**src/hdl/ptsr_pkg.sv**
```systemverilog
// Constants and field layout shared by the timestamp readout block.
package ptsr_pkg;
  // Register addresses on the management read port.
  localparam logic [4:0] PTSR_TX_ADDR   = 5'h1C;
  localparam logic [4:0] PTSR_RX_ADDR   = 5'h1D;
  localparam logic [4:0] PTSR_ESTS_ADDR = 5'h1E;
  localparam logic [4:0] PTSR_EDAT_ADDR = 5'h1F;
  localparam logic [15:0] PTSR_RESET_WORD = 16'h0000;

  // Timestamp geometry.
  localparam int PTSR_NS_W    = 30;
  localparam int PTSR_SEC_W   = 32;
  localparam int PTSR_STAMP_W = PTSR_NS_W + PTSR_SEC_W;
  localparam int PTSR_RXID_W  = 32;
  localparam int PTSR_EXT_W   = 16;
  localparam int PTSR_ESTS_W  = 11;
  localparam int PTSR_UNITS   = 8;
  localparam int PTSR_DEPTH   = 2;

  // Word sequence limits.
  localparam logic [1:0] PTSR_TX_LAST = 2'h3;
  localparam logic [2:0] PTSR_RX_LAST = 3'h5;
  localparam logic [2:0] PTSR_ED_END  = 3'h5;
  localparam logic [2:0] PTSR_ED_TS0  = 3'h1;
  localparam logic [2:0] PTSR_ED_EXT  = 3'h0;

  // Saturation limits.
  localparam logic [1:0] PTSR_OVF_MAX  = 2'h3;
  localparam logic [2:0] PTSR_MISS_MAX = 3'h7;

  // Event status field positions.
  localparam int PTSR_MISS_LSB = 8;
  localparam int PTSR_LEN_LSB  = 6;
  localparam int PTSR_RF_BIT   = 5;
  localparam int PTSR_NUM_LSB  = 2;
  localparam int PTSR_MULT_BIT = 1;
  localparam int PTSR_DET_BIT  = 0;
endpackage

```
**src/hdl/ptsr_fifo.sv**
```systemverilog
// Parameterised queue of DEPTH entries with valid and ready on both sides.
`timescale 1ns/100ps
module ptsr_fifo #(
  parameter int W     = 8,
  parameter int DEPTH = 2
) (
  // Clock and reset.
  input  wire logic         clk_sys,
  input  wire logic         rst,
  // Filling side.
  input  wire logic [W-1:0] inData,
  input  wire logic         inValid,
  output logic              inReady,
  // Draining side.
  output logic [W-1:0]      outData,
  output logic              outValid,
  input  wire logic         outReady
);
  localparam int AW = (DEPTH > 1) ? $clog2(DEPTH) : 1;
  localparam logic [AW:0]   FULL = (AW+1)'(DEPTH);
  localparam logic [AW-1:0] LAST = AW'(DEPTH - 1);

  logic [W-1:0]  mem_q [DEPTH];
  logic [AW-1:0] wrPtr_q;
  logic [AW-1:0] rdPtr_q;
  logic [AW:0]   cnt_q;
  logic [AW:0]   cntD;
  logic          inReady_q;
  logic          outValid_q;
  wire           push = inValid && inReady_q;
  wire           pop  = outValid_q && outReady;

  assign cntD     = cnt_q + {{AW{1'b0}}, push} - {{AW{1'b0}}, pop};
  assign inReady  = inReady_q;
  assign outValid = outValid_q;
  assign outData  = mem_q[rdPtr_q];

  always_ff @(posedge clk_sys or posedge rst) begin
    if (rst) begin
      wrPtr_q    <= '0;
      rdPtr_q    <= '0;
      cnt_q      <= '0;
      inReady_q  <= 1'b1;
      outValid_q <= 1'b0;
    end else begin
      if (push) begin
        wrPtr_q <= (wrPtr_q == LAST) ? '0 : wrPtr_q + 1'b1;
      end
      if (pop) begin
        rdPtr_q <= (rdPtr_q == LAST) ? '0 : rdPtr_q + 1'b1;
      end
      cnt_q      <= cntD;
      inReady_q  <= (cntD != FULL);
      outValid_q <= (cntD != '0);
    end
  end

  always_ff @(posedge clk_sys) begin
    if (push) begin
      mem_q[wrPtr_q] <= inData;
    end
  end
endmodule

```
**src/hdl/ptsr_readout.sv**
```systemverilog
// Timestamp readout: transmit, receive and event queues behind 16-bit reads.
`timescale 1ns/100ps
module ptsr_readout
  import ptsr_pkg::*;
#(
  parameter int UNITS = PTSR_UNITS,
  parameter int DEPTH = PTSR_DEPTH
) (
  // Clock and reset.
  input  wire logic                  clk_sys,
  input  wire logic                  rst,
  // Management read port.
  input  wire logic                  regRd,
  input  wire logic [4:0]            regAddr,
  output logic [15:0]                regRdData,
  output logic                       regRdValid,
  // Transmit stamp push.
  input  wire logic                  txPushValid,
  input  wire logic [ptsr_pkg::PTSR_NS_W-1:0]  txPushNs,
  input  wire logic [ptsr_pkg::PTSR_SEC_W-1:0] txPushSec,
  output logic                       txPushReady,
  // Receive stamp push.
  input  wire logic                  rxPushValid,
  input  wire logic [ptsr_pkg::PTSR_NS_W-1:0]  rxPushNs,
  input  wire logic [ptsr_pkg::PTSR_SEC_W-1:0] rxPushSec,
  input  wire logic [15:0]           rxPushSeqId,
  input  wire logic [3:0]            rxPushMsgType,
  input  wire logic [11:0]           rxPushHash,
  output logic                       rxPushReady,
  // Event stamp push.
  input  wire logic                  evPushValid,
  input  wire logic [ptsr_pkg::PTSR_NS_W-1:0]  evPushNs,
  input  wire logic [ptsr_pkg::PTSR_SEC_W-1:0] evPushSec,
  input  wire logic [UNITS-1:0]      evPushDet,
  input  wire logic [UNITS-1:0]      evPushRise,
  output logic                       evPushReady
);
  localparam int SW = PTSR_STAMP_W;
  localparam int RW = PTSR_STAMP_W + PTSR_RXID_W;
  localparam int EW = PTSR_STAMP_W + PTSR_EXT_W + PTSR_ESTS_W;

  // Selects one 16-bit word of a stamp, with the overflow count in word 1.
  function automatic logic [15:0] stampWord(input logic [SW-1:0] ts,
                                            input logic [1:0] ovf,
                                            input logic [1:0] idx);
    logic [15:0] w;
    w = 16'h0000;
    case (idx)
      2'h0:    w = ts[15:0];
      2'h1:    w = {ovf, ts[29:16]};
      2'h2:    w = ts[45:30];
      2'h3:    w = ts[61:46];
      default: w = 16'h0000;
    endcase
    return w;
  endfunction

  // Next overflow count; a drop in the clearing cycle still counts.
  function automatic logic [1:0] ovfNext(input logic [1:0] ovf,
                                         input logic clr,
                                         input logic drop);
    logic [1:0] base;
    base = clr ? 2'h0 : ovf;
    if (drop && base != PTSR_OVF_MAX) begin
      base = base + 2'h1;
    end
    return base;
  endfunction

  // Index of the lowest set bit of a unit mask.
  function automatic logic [2:0] lowestIdx(input logic [UNITS-1:0] m);
    logic [2:0] r;
    r = 3'h0;
    for (int i = UNITS - 1; i >= 0; i--) begin
      if (m[i]) begin
        r = 3'(i);
      end
    end
    return r;
  endfunction

  // Address decode.
  wire txRead  = regRd && (regAddr == PTSR_TX_ADDR);
  wire rxRead  = regRd && (regAddr == PTSR_RX_ADDR);
  wire stsRead = regRd && (regAddr == PTSR_ESTS_ADDR);
  wire edRead  = regRd && (regAddr == PTSR_EDAT_ADDR);

  // Transmit queue.
  logic [SW-1:0] txHead;
  logic          txHeadValid;
  logic [1:0]    txWord_q;
  logic [1:0]    txOvf_q;
  wire           txAdv  = txRead && txHeadValid;
  wire           txPop  = txAdv && (txWord_q == PTSR_TX_LAST);
  wire           txDrop = txPushValid && !txPushReady;
  wire           txRpt  = txAdv && (txWord_q == 2'h1);

  ptsr_fifo #(.W(SW), .DEPTH(DEPTH)) txQueue (
    .clk_sys  (clk_sys),
    .rst      (rst),
    .inData   ({txPushSec, txPushNs}),
    .inValid  (txPushValid),
    .inReady  (txPushReady),
    .outData  (txHead),
    .outValid (txHeadValid),
    .outReady (txPop)
  );

  // Receive queue.
  logic [RW-1:0] rxHead;
  logic          rxHeadValid;
  logic [2:0]    rxWord_q;
  logic [1:0]    rxOvf_q;
  wire           rxAdv  = rxRead && rxHeadValid;
  wire           rxPop  = rxAdv && (rxWord_q == PTSR_RX_LAST);
  wire           rxDrop = rxPushValid && !rxPushReady;
  wire           rxRpt  = rxAdv && (rxWord_q == 3'h1);
  wire [15:0]    rxWordData;

  ptsr_fifo #(.W(RW), .DEPTH(DEPTH)) rxQueue (
    .clk_sys  (clk_sys),
    .rst      (rst),
    .inData   ({rxPushMsgType, rxPushHash, rxPushSeqId, rxPushSec, rxPushNs}),
    .inValid  (rxPushValid),
    .inReady  (rxPushReady),
    .outData  (rxHead),
    .outValid (rxHeadValid),
    .outReady (rxPop)
  );

  assign rxWordData = (rxWord_q == 3'h4) ? rxHead[77:62] :
                      (rxWord_q == 3'h5) ? rxHead[93:78] :
                      stampWord(rxHead[SW-1:0], rxOvf_q, rxWord_q[1:0]);

  always_ff @(posedge clk_sys or posedge rst) begin
    if (rst) begin
      txWord_q <= 2'h0;
      txOvf_q  <= 2'h0;
      rxWord_q <= 3'h0;
      rxOvf_q  <= 2'h0;
    end else begin
      if (txAdv) begin
        txWord_q <= txWord_q + 2'h1;
      end
      if (rxAdv) begin
        rxWord_q <= (rxWord_q == PTSR_RX_LAST) ? 3'h0 : rxWord_q + 3'h1;
      end
      txOvf_q <= ovfNext(txOvf_q, txRpt, txDrop);
      rxOvf_q <= ovfNext(rxOvf_q, rxRpt, rxDrop);
    end
  end

  // Per-unit missed-event counters, bumped when the event queue is full.
  logic [2:0]       missCnt_q [UNITS];
  logic [UNITS-1:0] missNz;
  logic [15:0]      extWord;
  wire              evAccept = evPushValid && evPushReady;
  wire              evDrop   = evPushValid && !evPushReady;

  genvar gi;
  generate
    for (gi = 0; gi < UNITS; gi++) begin : g_unit
      assign missNz[gi]        = evPushDet[gi] && (missCnt_q[gi] != 3'h0);
      assign extWord[2*gi]     = evPushDet[gi];
      assign extWord[2*gi + 1] = evPushRise[gi];
      always_ff @(posedge clk_sys or posedge rst) begin
        if (rst) begin
          missCnt_q[gi] <= 3'h0;
        end else if (evDrop && evPushDet[gi] &&
                     missCnt_q[gi] != PTSR_MISS_MAX) begin
          missCnt_q[gi] <= missCnt_q[gi] + 3'h1;
        end else if (evAccept && evPushDet[gi]) begin
          missCnt_q[gi] <= 3'h0;
        end
      end
    end
  endgenerate

  // Status word built at capture time.
  logic [SW-1:0] prevTs_q;
  wire [SW-1:0]  evTs    = {evPushSec, evPushNs};
  wire [SW-1:0]  tsDiff  = evTs ^ prevTs_q;
  wire [2:0]     evSel   = (|missNz) ? lowestIdx(missNz)
                                     : lowestIdx(evPushDet);
  wire           evMult  = |(evPushDet & (evPushDet - 1'b1));
  wire [1:0]     evLen   = (|tsDiff[61:46]) ? 2'h3 :
                           (|tsDiff[45:30]) ? 2'h2 :
                           (|tsDiff[29:16]) ? 2'h1 : 2'h0;
  wire [PTSR_ESTS_W-1:0] evSts;

  assign evSts[PTSR_MISS_LSB +: 3] = missCnt_q[evSel];
  assign evSts[PTSR_LEN_LSB +: 2]  = evLen;
  assign evSts[PTSR_RF_BIT]        = evPushRise[evSel];
  assign evSts[PTSR_NUM_LSB +: 3]  = evSel;
  assign evSts[PTSR_MULT_BIT]      = evMult;
  assign evSts[PTSR_DET_BIT]       = |evPushDet;

  always_ff @(posedge clk_sys or posedge rst) begin
    if (rst) begin
      prevTs_q <= '0;
    end else if (evAccept) begin
      prevTs_q <= evTs;
    end
  end

  // Event queue; the head is taken into the data port on a status read.
  logic [EW-1:0] evHead;
  logic          evHeadValid;
  wire           evPop = stsRead && evHeadValid;

  ptsr_fifo #(.W(EW), .DEPTH(DEPTH)) evQueue (
    .clk_sys  (clk_sys),
    .rst      (rst),
    .inData   ({evSts, extWord, evTs}),
    .inValid  (evPushValid),
    .inReady  (evPushReady),
    .outData  (evHead),
    .outValid (evHeadValid),
    .outReady (evPop)
  );

  wire [PTSR_ESTS_W-1:0] headSts = evHead[EW-1 -: PTSR_ESTS_W];
  logic [SW-1:0]         curTs_q;
  logic [15:0]           curExt_q;
  logic                  curValid_q;
  logic [2:0]            edWord_q;
  wire [1:0]             edIdx = 2'(edWord_q - PTSR_ED_TS0);
  wire [15:0]            edData;

  assign edData = !curValid_q ? PTSR_RESET_WORD :
                  (edWord_q == PTSR_ED_EXT) ? curExt_q :
                  (edWord_q == PTSR_ED_END) ? PTSR_RESET_WORD :
                  stampWord(curTs_q, 2'h0, edIdx);

  always_ff @(posedge clk_sys or posedge rst) begin
    if (rst) begin
      curTs_q    <= '0;
      curExt_q   <= 16'h0000;
      curValid_q <= 1'b0;
      edWord_q   <= PTSR_ED_TS0;
    end else if (stsRead) begin
      curValid_q <= evHeadValid;
      curTs_q    <= evHead[SW-1:0];
      curExt_q   <= evHead[SW +: PTSR_EXT_W];
      edWord_q   <= headSts[PTSR_MULT_BIT] ? PTSR_ED_EXT : PTSR_ED_TS0;
    end else if (edRead && edWord_q != PTSR_ED_END) begin
      edWord_q <= edWord_q + 3'h1;
    end
  end

  // Read data selection; status upper bits are tied to zero.
  wire [15:0] stsData = evHeadValid ? {5'h00, headSts}
                                    : PTSR_RESET_WORD;
  wire [15:0] txData  = txHeadValid ? stampWord(txHead, txOvf_q, txWord_q)
                                    : PTSR_RESET_WORD;
  wire [15:0] rxData  = rxHeadValid ? rxWordData : PTSR_RESET_WORD;
  wire [15:0] rdDataD = txRead  ? txData  :
                        rxRead  ? rxData  :
                        stsRead ? stsData :
                        edRead  ? edData  : PTSR_RESET_WORD;

  always_ff @(posedge clk_sys or posedge rst) begin
    if (rst) begin
      regRdData  <= PTSR_RESET_WORD;
      regRdValid <= 1'b0;
    end else begin
      // Read data stands until the next read so a slow host can still take it.
      if (regRd) begin
        regRdData <= rdDataD;
      end
      regRdValid <= regRd;
    end
  end
endmodule

```
**config.mk**
```make
export PLATFORM = sky130hd
export DESIGN_NAME = ptsr_readout
export DESIGN_NICKNAME = d
export VERILOG_FILES = /design/src/hdl/ptsr_pkg.sv /design/src/hdl/ptsr_fifo.sv /design/src/hdl/ptsr_readout.sv
export SDC_FILE = /design/constraint.sdc
export NUM_CORES = 1
export LEC_CHECK = 0
export BUFFER_PORTS_ARGS = -buffer_cell sky130_fd_sc_hd__buf_2
export CORE_MARGIN = 2
export CORE_UTILIZATION = 29
export DETAILED_ROUTE_END_ITERATION = 10
export MAX_ROUTING_LAYER = met4
export SETUP_SLACK_MARGIN = 0.05
export SLEW_MARGIN = 20
export SYNTH_ARGS = -nofsm -noshare
export SYNTH_HDL_FRONTEND = slang
export SYNTH_SLANG_ARGS = --single-unit
```
**constraint.sdc**
```tcl
create_clock -name clk_sys -period 11.7 [get_ports clk_sys]
set_input_delay 2.34 -clock clk_sys [delete_from_list [all_inputs] [get_ports clk_sys]]
set_output_delay 2.34 -clock clk_sys [all_outputs]
set_load 0.01 [all_outputs]
```
After elaboration in Yosys (flattened, before gate mapping)
Memories as Yosys holds them, arrays and structs flattened.
Cells that the tools add are included.
Word-level totals
  bits in read-only memories: 0
  memories: 3
  RAM bits: 490
  bits in latches: 0
  bits in registers: 212
  logic and storage cells: 264
  output and inout port bits: 20
  bits of input ports: 245
Memory list
  rxQueue.mem_q: words 2, width 94, read ports 1, clocked after Yosys merged registers in 0, wr ports 1, RTL line ptsr_fifo.sv:23  | logic [W-1:0] mem_q [DEPTH];
  evQueue.mem_q: words 2, width 89, read ports 1, clocked after Yosys merged registers in 0, wr ports 1, RTL line ptsr_fifo.sv:23
  txQueue.mem_q: words 2, width 62, read ports 1, clocked after Yosys merged registers in 0, wr ports 1, RTL line ptsr_fifo.sv:23
Operators by class
  muxes and demuxes: 76
  multipliers: 0
  shifts and indexed selects: 0
  reduce and logical (&&, ||, !) cells: 88
  $lt $le $gt $ge: 2
  add/subtract/negate cells: 27
  equality and inequality tests: 31
  div/mod/pow operators: 0
  bitwise logic cells: 3
Operators by type and width (count)
  16-bit case mux with 4 select lines: 3
  16-bit 2-to-1 mux: 11
  3-bit 2-to-1 mux: 38
  62-bit XOR: 1
  1-bit logical AND: 55
  16-bit OR reduction: 2
  3-bit by 1-bit adder with 3-bit output, second input constant: 10
  3-bit != test, second input constant: 9
  2-bit nonzero test: 12
  3-bit nonzero test: 8
  8-bit OR reduction: 3
  5-bit equality test, second input constant: 4
  1-bit 2-to-1 mux: 15
  14-bit OR reduction: 1
  2-bit equality test, second input constant: 6
  2-bit 2-to-1 mux: 6
  11-bit 2-to-1 mux: 1
  2-bit != test, second input constant: 5
  3-bit binary-select mux with 3-bit select: 1
  3-bit equality test, second input constant: 3
  8-bit bitwise AND: 1
  8-bit by 1-bit subtractor with 8-bit output, second input constant: 1
  1-bit adder, second input constant: 6
  2-bit by 1-bit adder with 2-bit output: 3
  12 further kinds: 22

Logic depth before layout (Yosys ltp)
Gate-level depths: netlist (run 1).
  depth after elaboration: 15
  mapped depth: 13

By module
A second synthesis (run 1) with hierarchy kept.
Unflattened totals
  cells, all modules: 1803
  area, all modules: 29388.2 um^2
By module, submodules not included
  ptsr_readout: cells each 977, area an instance 10364.9 um^2, times used 1
  ptsr_fifo at rxQueue: cells each 314, area an instance 7250.7 um^2, times used 1
  ptsr_fifo at evQueue: cells each 298, area an instance 6739.0 um^2, times used 1
  ptsr_fifo at txQueue: cells each 214, area an instance 5033.6 um^2, times used 1

Worst setup path after synthesis (run 1)
Ideal clock, no wire load.
  kind: input port to flip-flop
  start: input evPushValid
  end: memory evQueue.mem_q[0][0] in the netlist's numbering, enable pin
  stages on the path: 5
  path slack: 4195 ps
  data arrival time: 6967 ps
  setup time: 538 ps
  data required time: 11162 ps
  cell sequence: clkbuf_1 > nand2_1 > clkbuf_1 > buf_1 > nor2_1
Between the ends
  word-level cells in the longest chain between the ends: 3
RTL lines
  start, declared: RTL line ptsr_readout.sv:31  | input wire logic evPushValid,
  1-bit logical AND: RTL line ptsr_fifo.sv:30  | wire push = inValid && inReady_q;
  1-bit 2-to-1 mux: RTL line ptsr_fifo.sv:59  | if (push) begin
  1-bit 2-to-1 mux (implied by the code): RTL line ptsr_fifo.sv:60  | mem_q[wrPtr_q] <= inData;
  end, declared: RTL line ptsr_fifo.sv:23
Every way passes these cells.

Worst setup path in the final report (run 1)
  start: input regRd
  end: register rxQueue.inReady_q, in the netlist rxQueue.inReady
Between the ends
  word-level cells in the longest chain between the ends: 6
RTL lines
  start, declared: RTL line ptsr_readout.sv:13  | input wire logic regRd,
  1-bit logical AND: RTL line ptsr_readout.sv:84  | wire rxRead = regRd && (regAddr == PTSR_RX_ADDR);
  1-bit logical AND: RTL line ptsr_readout.sv:114  | wire rxAdv = rxRead && rxHeadValid;
  1-bit logical AND: RTL line ptsr_readout.sv:115  | wire rxPop = rxAdv && (rxWord_q == PTSR_RX_LAST);
  1-bit logical AND: RTL line ptsr_fifo.sv:31  | wire pop = outValid_q && outReady;
  via rxQueue.pop: RTL line ptsr_fifo.sv:31
  2-bit by 1-bit subtractor with 2-bit output: RTL line ptsr_fifo.sv:33  | assign cntD = cnt_q + {{AW{1'b0}}, push} - {{AW{1'b0}}, pop};
  2-bit != test: RTL line ptsr_fifo.sv:53  | inReady_q <= (cntD != FULL);
  end signal, assigned: RTL line ptsr_fifo.sv:53
  end, declared: RTL line ptsr_fifo.sv:28  | logic inReady_q;
The timed path passes the listed nets, and every way through them passes these cells.
A chain may end at the register's enable or synchronous reset.

==> impl_metrics.json, run 1 <==
{
  "row_count": 113,
  "start_kind": "primary input",
  "gr-total-overflow": 0,
  "end_kind": "flip-flop",
  "rrSetupSlack_ns": 8.43,
  "place_inst": 3291,
  "worstMarginPinSlew_ns": 1.08,
  "yosysMostFrequentCell": "edfxtp_1",
  "rsz0062_at_grt": "no",
  "fin_setup_tns_ns": 0,
  "post-cts-setup-buffer-count": 0,
  "synth_top_area_share_pct": 52.6,
  "dp_hpwl_microns": 49200,
  "dr.first_iter.drc_count": 1238,
  "critPathMaxFanout": 29,
  "hold_depth": 1,
  "yosysUniqueCellTypes": 62,
  "clock-skew-final_ns": 0.0229,
  "synth_warnings": 0,
  "crit_required_ns": 12.24,
  "io_pins": 265,
  "grt_first_pass_wirelength_microns": 105000,
  "vias": 16354,
  "syn_avg_cell_area_sq_um": 15.2,
  "firstDrtPassIters": 6,
  "synth_area_leaders": "edfxtp_1 53%, dfrtp_1 17%, mux2i_1 3.5%",
  "cap_violations": 0,
  "gp_congestion": 0.893,
  "die_h_microns": 315,
  "arrival_ns": 5.52,
  "synth_edf_count": 490,
  "critical_path_class": "in -> reg",
  "power.leakage_nw": 12.5,
  "insertion_delay_ns": 0.62,
  "path_buf_inv": 2,
  "synth_area_sq_um": 28000,
  "clock-sinks": 686,
  "crit_start": "regRd",
  "grt_antenna_before_repair": 29,
  "start_util_pct": 29.4,
  "cts_max_level": 3,
  "seq_area_frac_synth_pct": 70.1,
  "whs_endpoint": "txQueue.rdPtr_q",
  "path_clk_slew_ns": 0.06,
  "cts_inserted_buffers": 74,
  "core_sq_um": 95300,
  "hp-class": "reg -> reg",
  "critical_path.top_delay_family": "simple AND/OR/NAND/NOR gates",
  "fin_ws_ns": 6.71,
  "status": "completed",
  "async_flop_share_pct": 28.6,
  "synthFlopType": "edfxtp_1",
  "r2r_cells": 9,
  "fin_crit_ns": 4.99,
  "ys_ff_latch": 686,
  "cts_resized": 0,
  "port-buffer-count": 264,
  "die_x_microns": 315,
  "vdd_drop_max_v": 0.000110,
  "r2r_end": "evQueue.mem_q[0][86]",
  "wl_per_cell_microns": 20.6,
  "path_cells": "buf_2 -> nand4_1 -> nor2_1 -> nand3b_1 -> nor2_1 -> ha_1 -> inv_1 -> ha_1 -> xor2_1 -> xnor2_1 -> or2_2",
  "synthTopCellsByCount": "490 x edfxtp_1, 192 x dfrtp_1, 148 x nor2_1",
  "synth_fp_nets": 2130,
  "drive_above_1_share_pct": 25.3,
  "fp.dieArea_sq_um": 99000,
  "cts_hold_buf": 0,
  "dp_slack_ns": 6.09,
  "nNetsFinal": 2392,
  "postRouteAntennaNets": 0,
  "slowest_stage": "nand3b_1",
  "vias_per_cell": 4.73,
  "grt_pass1_vias": 17115,
  "root_buffer": "clkbuf_16",
  "powerDensity_nw_per_um2": 239,
  "synth.largest_area_cell": "edfxtp_1",
  "r2r_start": "missCnt_q[0]",
  "gr-usage-all-layers_pct": 14.5,
  "routed_wl_microns": 71200,
  "fmax_mhz": 201,
  "crit_path_max_incr_delay_ns": 0.51,
  "finalSetupViolations": 0,
  "area_growth_pct": 19.2,
  "drc": 0,
  "hold_viol": 0,
  "instances_no_fill": 3461,
  "grt_max_degree": 135,
  "slew_headroom_pct": 28.0,
  "hold_start": "txQueue.rdPtr_q",
  "syn_inst": 1842,
  "cts_tree": "built",
  "slew_viol_final": 0,
  "period_share_pct": 42.6,
  "cts_buffer_depth": 3
}
metal layers:
| layer | part of all wire, % | global-route usage [%] |
|---|---|---|
| met5 | 0 | - |
| met4 | 1.7 | 3.82 |
| met3 | 8.2 | 4.74 |
| met2 | 49 | 23.6 |
| met1 | 41 | 17.3 |
report_power, final:
group	leakage [nW]	total, mW	switching, mW	internal, mW
combinational	4.33	2.07	1.27	0.800
clock	1.22	2.40	0.964	1.43
sequential	6.90	3.51	0.241	3.27
total	12.5	7.98	2.48	5.50
registers in the layout (all words and copies together), names as in the netlist, 3 cells and up:
| name | count |
|---|---|
| curExt_q | 16 |
| txQueue.mem_q | 124 |
| rxQueue.mem_q | 188 |
| curTs_q | 62 |
| edWord_q | 3 |
| rxWord_q | 3 |
| missCnt_q | 24 |
| prevTs_q | 46 |
| regRdData | 16 |
| evQueue.mem_q | 178 |
layout make-up:
cell class / count / area, sq um
Tap cell: 1265 / 1580
Antenna cell: 31 / 77.6
Timing Repair Buffer: 291 / 1560
Multi-Input combinational cell: 978 / 7700
Inverter: 73 / 282
Clock inverter: 39 / 458
Clock buffer: 98 / 2070
Fill cell: 9093 / 61900
Sequential cell: 686 / 19600
cell usage in the layout (no fill, tap or decap), types with 12 or more instances in the layout:
master / Yosys / routed
nor2_1: 148 / 144
inv_1: 73 / 72
a221oi_1: 14 / 14
buf_2: 15 / 264
clkbuf_1: 73 / 15
ha_1: 43 / 42
mux4_2: 32 / 32
a222oi_1: 45 / 45
nor4_1: 12 / 12
buf_4: 2 / 24
mux2_2: 78 / 78
a211oi_1: 21 / 21
dfrtp_1: 192 / 190
nand2b_1: 12 / 12
mux2i_1: 99 / 99
o21ai_0: 50 / 50
nand2_1: 59 / 58
clkbuf_16: 0 / 77
edfxtp_1: 490 / 490
a21oi_1: 105 / 104
a22oi_1: 59 / 59
xor2_1: 20 / 20
a21o_1: 16 / 16
xnor2_1: 44 / 44
diode_2: 0 / 31
worst max-delay path by stage:
stage	end	slack, ns	cells past startpoint
after floorplan	curExt_q[0]	4.03	1
after global placement	rxQueue.inReady	6.21	11
after detailed placement	rxQueue.inReady	6.09	11
after CTS	rxQueue.inReady	6.74	11
after global routing	rxQueue.inReady	6.36	11
final	rxQueue.inReady	6.71	11
metrics by stage:
stage	hold WS [ns]	cell area (sq um)	power, mW	util (%)
after global routing	0.490	33300	8.39	35.0
after floorplan	0.461	28000	4.93	-
after detailed placement	0.459	30700	5.66	32.2
after CTS	0.470	33200	8.08	34.9
final	0.470	33400	7.98	35.0
after global placement	0.459	30700	5.58	32.2
logic make-up after synthesis:
kind of cell	after synthesis	share of synthesized area, %
flops	686	70.1
compound gates	367	9.11
simple gates	284	4.56
mux	218	9.62
buf+inv	178	2.56
xor+xnor	64	2.00
fa+ha+maj	45	1.99
Power figures use the tool's default switching activity.
==> run 2: changes to the inputs <==
Settings changed: ABC_AREA from default to 1.
Clock period 11.7 ns to 4.3 ns, I/O delays scaled along.
==> impl_metrics.json, run 2 <==
{
  "status": "completed",
  "cts_inserted_buffers": 76,
  "io_pins": 265,
  "cts_hold_buf": 0,
  "ff_latch_area_sq_um": 19600,
  "syn_avg_cell_area_sq_um": 11.5,
  "insertion_delay_ns": 0.64,
  "hold_viol": 0,
  "wl_per_cell_microns": 19.1,
  "port-buffer-count": 264,
  "slew_headroom_pct": 34.8,
  "cts_tree": "built",
  "core_sq_um": 96700,
  "grt_max_degree": 154,
  "ys_ff_latch": 686,
  "dr.first_iter.drc_count": 1539,
  "r2r_cells": 9,
  "r2r_end": "regRdData[3]",
  "final_area_sq_um": 33700,
  "grt_pass1_vias": 18200,
  "arrival_ns": 3.42,
  "r2r_start": "edWord_q[1]",
  "dp_hpwl_microns": 53300,
  "async_flop_share_pct": 28.6,
  "seq_area_frac_synth_pct": 69.3,
  "clkPwrFrac_pct": 29.4,
  "cts_buffer_depth": 3,
  "top_register": "rxQueue.mem_q",
  "start_util_pct": 29.3,
  "fmax_mhz": 342,
  "largestRegisters": "rxQueue.mem_q: 188 flops, evQueue.mem_q: 178 flops, txQueue.mem_q: 124 flops",
  "synth_top_area_share_pct": 51.9,
  "crit_required_ns": 4.79,
  "synthFlopType": "edfxtp_1",
  "firstDrtPassIters": 5,
  "path_clk_slew_ns": 0.06,
  "combinationalPowerShare_pct": 28.0,
  "gr-usage-all-layers_pct": 15.6,
  "worst_hold_slack_ns": 0.160,
  "hp-class": "in -> async",
  "clock-sinks": 686,
  "fin_crit_ns": 2.92,
  "rrSetupSlack_ns": 1.38,
  "largest_reg_flops": 188,
  "layout_commonest_cell": "nand2_1",
  "critical_path_class": "reg -> reg",
  "p_sw_share_pct": 34.8,
  "finalSetupViolations": 0,
  "intPower_mw": 14.9,
  "routed_wl_microns": 77400,
  "dpl_cell_area_sq_um": 31100,
  "fin_util_pct": 34.8,
  "cts_max_level": 3,
  "fin_total_pwr_mw": 22.8,
  "vias_per_cell": 4.70,
  "critPathMaxFanout": 16,
  "gp_congestion": 0.851,
  "fp.dieArea_sq_um": 100000,
  "post-cts-setup-buffer-count": 0,
  "synth_warnings": 0,
  "start_kind": "flip-flop",
  "synth_fp_nets": 2744,
  "grt_antenna_before_repair": 21,
  "powerDensity_nw_per_um2": 677,
  "row_count": 114,
  "root_buffer": "clkbuf_16",
  "nNetsFinal": 3000,
  "yosysUniqueCellTypes": 50,
  "fillers": 9513,
  "period_share_pct": 68.0,
  "end_kind": "flip-flop",
  "clock-skew-final_ns": 0.0330,
  "cts_resized": 0,
  "synth_edf_count": 490,
  "p_switching_mw": 7.93,
  "postRouteAntennaNets": 0,
  "grt_first_pass_wirelength_microns": 114000,
  "synth.largest_area_cell": "edfxtp_1",
  "gr-total-overflow": 0,
  "die_h_microns": 317,
  "multi_input_area_sq_um": 7800,
  "seqPwrFrac_pct": 42.6,
  "drive_above_1_share_pct": 17.4,
  "syn_inst": 2456,
  "cap_violations": 0,
  "worstMarginPinSlew_ns": 0.978,
  "vias": 19098,
  "synth_area_sq_um": 28300,
  "rsz0062_at_grt": "no",
  "area_growth_pct": 18.8,
  "slew_viol_final": 0,
  "synth_area_leaders": "edfxtp_1 52%, dfrtp_1 17%, nand2_1 7.0%",
  "vdd_drop_max_v": 0.000299,
  "die_x_microns": 317,
  "final_cell_mix": "531 x nand2_1, 490 x edfxtp_1, 284 x nor2_1",
  "drc": 0,
  "synthTopCellsByCount": "532 x nand2_1, 490 x edfxtp_1, 290 x nor2_1",
  "power.leakage_nw": 13.4,
  "yosysMostFrequentCell": "nand2_1"
}
-- run 2: cell types whose count changed in the layout (fill, tap and decap cells not counted), sizes merged, moves of 76 or more --
cell | before | now
nand2 | 59 | 544
o31ai | 2 | 78
mux2 | 87 | 1
nor2 | 148 | 296
nand3 | 5 | 121
mux2i | 99 | 8
o21ai | 61 | 164
-- run 2: cell type report --
class	count	share of cell area [%]
Sequential cell	686	58.3
Antenna cell	11	0.0817
Clock buffer	101	6.02
Tap cell	1276	4.74
Multi-Input combinational cell	1530	23.2
Inverter	126	1.42
Clock inverter	39	1.61
Timing Repair Buffer	292	4.70
-- run 2: metrics by stage --
stage	std cells	TNS, ns	setup WS, ns
floorplan	2456	-233.99	-1.31
global placement	3910	0	0.993
detailed placement	3910	0	0.955
CTS	4050	0	1.38
global route	4060	0	1.14
finish	4061	0	1.38
-- run 2: how the worst max path moves through the flow --
stage / startpoint / endpoint / slack (ns) / depth (start not counted)
after floorplan: evPushValid / evQueue.mem_q[0][0] / -1.31 / 4
after global placement: regAddr[3] / evQueue.outValid / 0.99 / 13
after detailed placement: regAddr[3] / evQueue.outValid / 0.96 / 13
after CTS: rxWord_q[2] / rxQueue.outValid / 1.38 / 10
after global routing: rxWord_q[2] / rxQueue.outValid / 1.14 / 10
final: edWord_q[1] / regRdData[3] / 1.38 / 9
-- run 2: worst max-delay path, stage by stage (launching register included) --
cell	delay [ns]
dfrtp_1	0.42
inv_1	0.16
ha_1	0.55
nand2_1	0.14
nand2_1	0.44
a31oi_1	0.15
o21ai_0	0.20
nand2_1	0.17
a21oi_1	0.37
o2111ai_1	0.17
-- run 2: cell families after synthesis --
| kind of cell | count (synthesis) | synth area share, % |
|---|---|---|
| adder cells (fa/ha/maj) | 43 | 1.90 |
| AO/OA/AOI/OAI | 416 | 8.69 |
| flip-flops | 686 | 69.3 |
| buffers and inverters | 240 | 3.42 |
| XOR/XNOR | 49 | 1.51 |
| multiplexers | 9 | 0.322 |
| AND/OR/NAND/NOR | 1013 | 14.9 |
-- run 2: power by group through the flow --
stage	Clock, mW	Combinational (mW)	Sequential, mW
after floorplan	0	4.35	9.66
after global placement	0	6.43	9.81
after detailed placement	0	6.47	9.84
after CTS	6.85	6.50	9.72
after global routing	7.12	7.19	9.87
final	6.70	6.39	9.71
-- run 2: per-layer routing --
layer | global-route usage, % | wire length (microns) | vias up
met3 | 3.79 | 5560 | 128
li1 | - | - | 9092
met5 | - | 0 | -
met4 | 4.35 | 1690 | 0
met1 | 20.4 | 34000 | 9291
met2 | 24.2 | 36200 | 587
==> run 3: changes to the inputs <==
Clock period 4.3 ns to 3 ns, I/O delays scaled along.
==> impl_metrics.json, run 3 (synthesis results as in run 2) <==
{
  "critPathMaxFanout": 17,
  "grt_max_degree": 160,
  "slew_headroom_pct": 42.9,
  "fillers": 9556,
  "cts_max_level": 3,
  "post-cts-setup-buffer-count": 0,
  "path_clk_slew_ns": 0.06,
  "path_buf_inv": 2,
  "multi_input_area_sq_um": 7800,
  "clock-sinks": 686,
  "finalSetupViolations": 0,
  "place_inst": 3936,
  "fin_total_pwr_mw": 32.6,
  "drc": 0,
  "core_sq_um": 96700,
  "power.leakage_nw": 13.6,
  "vias": 19284,
  "vias_per_cell": 4.71,
  "top_register": "rxQueue.mem_q",
  "cts_tree": "built",
  "hold_viol": 0,
  "rsz0062_at_grt": "no",
  "grt_antenna_before_repair": 28,
  "layout_commonest_cell": "nand2_1",
  "grt_most_used_layer": "met2",
  "largest_reg_flops": 188,
  "instances_no_fill": 4094,
  "fin_util_pct": 35.1,
  "port-buffer-count": 264,
  "insertion_delay_ns": 0.65,
  "grt_first_pass_wirelength_microns": 116000,
  "routed_wl_microns": 78400,
  "worst_hold_slack_ns": 0.0487,
  "grt_pass1_vias": 18613,
  "seqPwrFrac_pct": 42.6,
  "period_share_pct": 87.5,
  "dpl_cell_area_sq_um": 31400,
  "p_switching_mw": 11.4,
  "cts_buffer_depth": 3,
  "grt_util_met3_pct": 3.93,
  "status": "completed",
  "arrival_ns": 3.12,
  "intPower_mw": 21.2,
  "firstDrtPassIters": 5,
  "slew_viol_final": 0,
  "root_buffer": "clkbuf_16",
  "critical_path.top_delay_family": "compound AO/OA/AOI/OAI gates",
  "fin_crit_ns": 2.62,
  "p_sw_share_pct": 34.9,
  "postRouteAntennaNets": 0,
  "final_cell_mix": "531 x nand2_1, 490 x edfxtp_1, 284 x nor2_1",
  "wl_per_cell_microns": 19.1,
  "cts_hold_buf": 0,
  "combinationalPowerShare_pct": 28.6,
  "clock-skew-final_ns": 0.0234,
  "dp_slack_ns": 0.250,
  "cts_resized": 0,
  "path_cells": "inv_1 -> ha_1 -> inv_1 -> o21ai_0 -> a31oi_1 -> o21ai_0 -> nand4_1",
  "final_area_sq_um": 33900,
  "crit_required_ns": 3.50,
  "nNetsFinal": 3026,
  "hp-class": "in -> async",
  "met2_usage_pct": 25.1,
  "dr.first_iter.drc_count": 1736,
  "powerDensity_nw_per_um2": 962,
  "gp_congestion": 0.860,
  "die_h_microns": 317,
  "crit_path_max_incr_delay_ns": 0.58,
  "gr-total-overflow": 0,
  "cts_inserted_buffers": 76,
  "largestRegisters": "rxQueue.mem_q: 188 flops, evQueue.mem_q: 178 flops, txQueue.mem_q: 124 flops",
  "ff_latch_area_sq_um": 19600,
  "die_x_microns": 317,
  "drive_above_1_share_pct": 18.3,
  "end_kind": "flip-flop",
  "fin_ws_ns": 0.376,
  "start_kind": "flip-flop",
  "clkPwrFrac_pct": 28.8,
  "row_count": 114,
  "area_growth_pct": 19.7,
  "critical_path_class": "reg -> reg",
  "dp_hpwl_microns": 54100,
  "fin_setup_tns_ns": 0,
  "cap_violations": 0,
  "fp.dieArea_sq_um": 100000,
  "vdd_drop_max_v": 0.000611,
  "worstMarginPinSlew_ns": 0.856,
  "gr-usage-all-layers_pct": 15.9,
  "fmax_mhz": 381,
  "start_util_pct": 29.3,
  "use_met1_pct": 20.6,
  "io_pins": 265,
  "slowest_stage": "ha_1"
}
[run 3: routing by layer]
metal / share of wire [%] / vias up
li1: - / 9183
met1: 44 / 9416
met2: 47 / 574
met3: 7.0 / 111
met4: 1.9 / 0
met5: 0 / -
[run 3: path summary, 6_finish.rpt]
kind / start / to / slack, ns / cells past startpoint
setup / recovery: edWord_q[1] / regRdData[14] / 0.38 / 7
hold / removal: rst / curTs_q[5] / 0.05 / 2
setup reg to reg: edWord_q[1] / regRdData[14] / 0.38 / 7
hold reg to reg: curExt_q[11] / curExt_q[11] / 0.48 / 2
max in group asynchronous: rst / rxQueue.inReady / 2.09 / 3
min in group clk_sys: regRd / regRdValid / 0.11 / 1
[run 3: cell type report]
cell class                      instances  area share [%]
Clock inverter                         41            1.41
Multi-Input combinational cell       1530            23.0
Sequential cell                       686            57.9
Inverter                              126            1.41
Clock buffer                          101            6.00
Timing Repair Buffer                  318            5.50
Antenna cell                           16           0.118
Tap cell                             1276            4.71
[run 3: worst register-to-register path: cells and delay by family (launching register included)]
| family | cells | cell delay, ns |
|---|---|---|
| AO/OA/AOI/OAI | 3 | 0.82 |
| adder cells (fa/ha/maj) | 1 | 0.58 |
| buffers and inverters | 2 | 0.52 |
| flip-flops | 1 | 0.43 |
| AND/OR/NAND/NOR | 1 | 0.15 |
[run 3: power groups by stage]
stage | Clock (mW) | Sequential, mW | Combinational [mW]
after floorplan | 0 | 13.8 | 6.26
after global placement | 0 | 14.1 | 9.27
after detailed placement | 0 | 14.1 | 9.37
after CTS | 9.64 | 13.9 | 9.41
after global routing | 10.0 | 14.1 | 10.5
final | 9.39 | 13.9 | 9.32
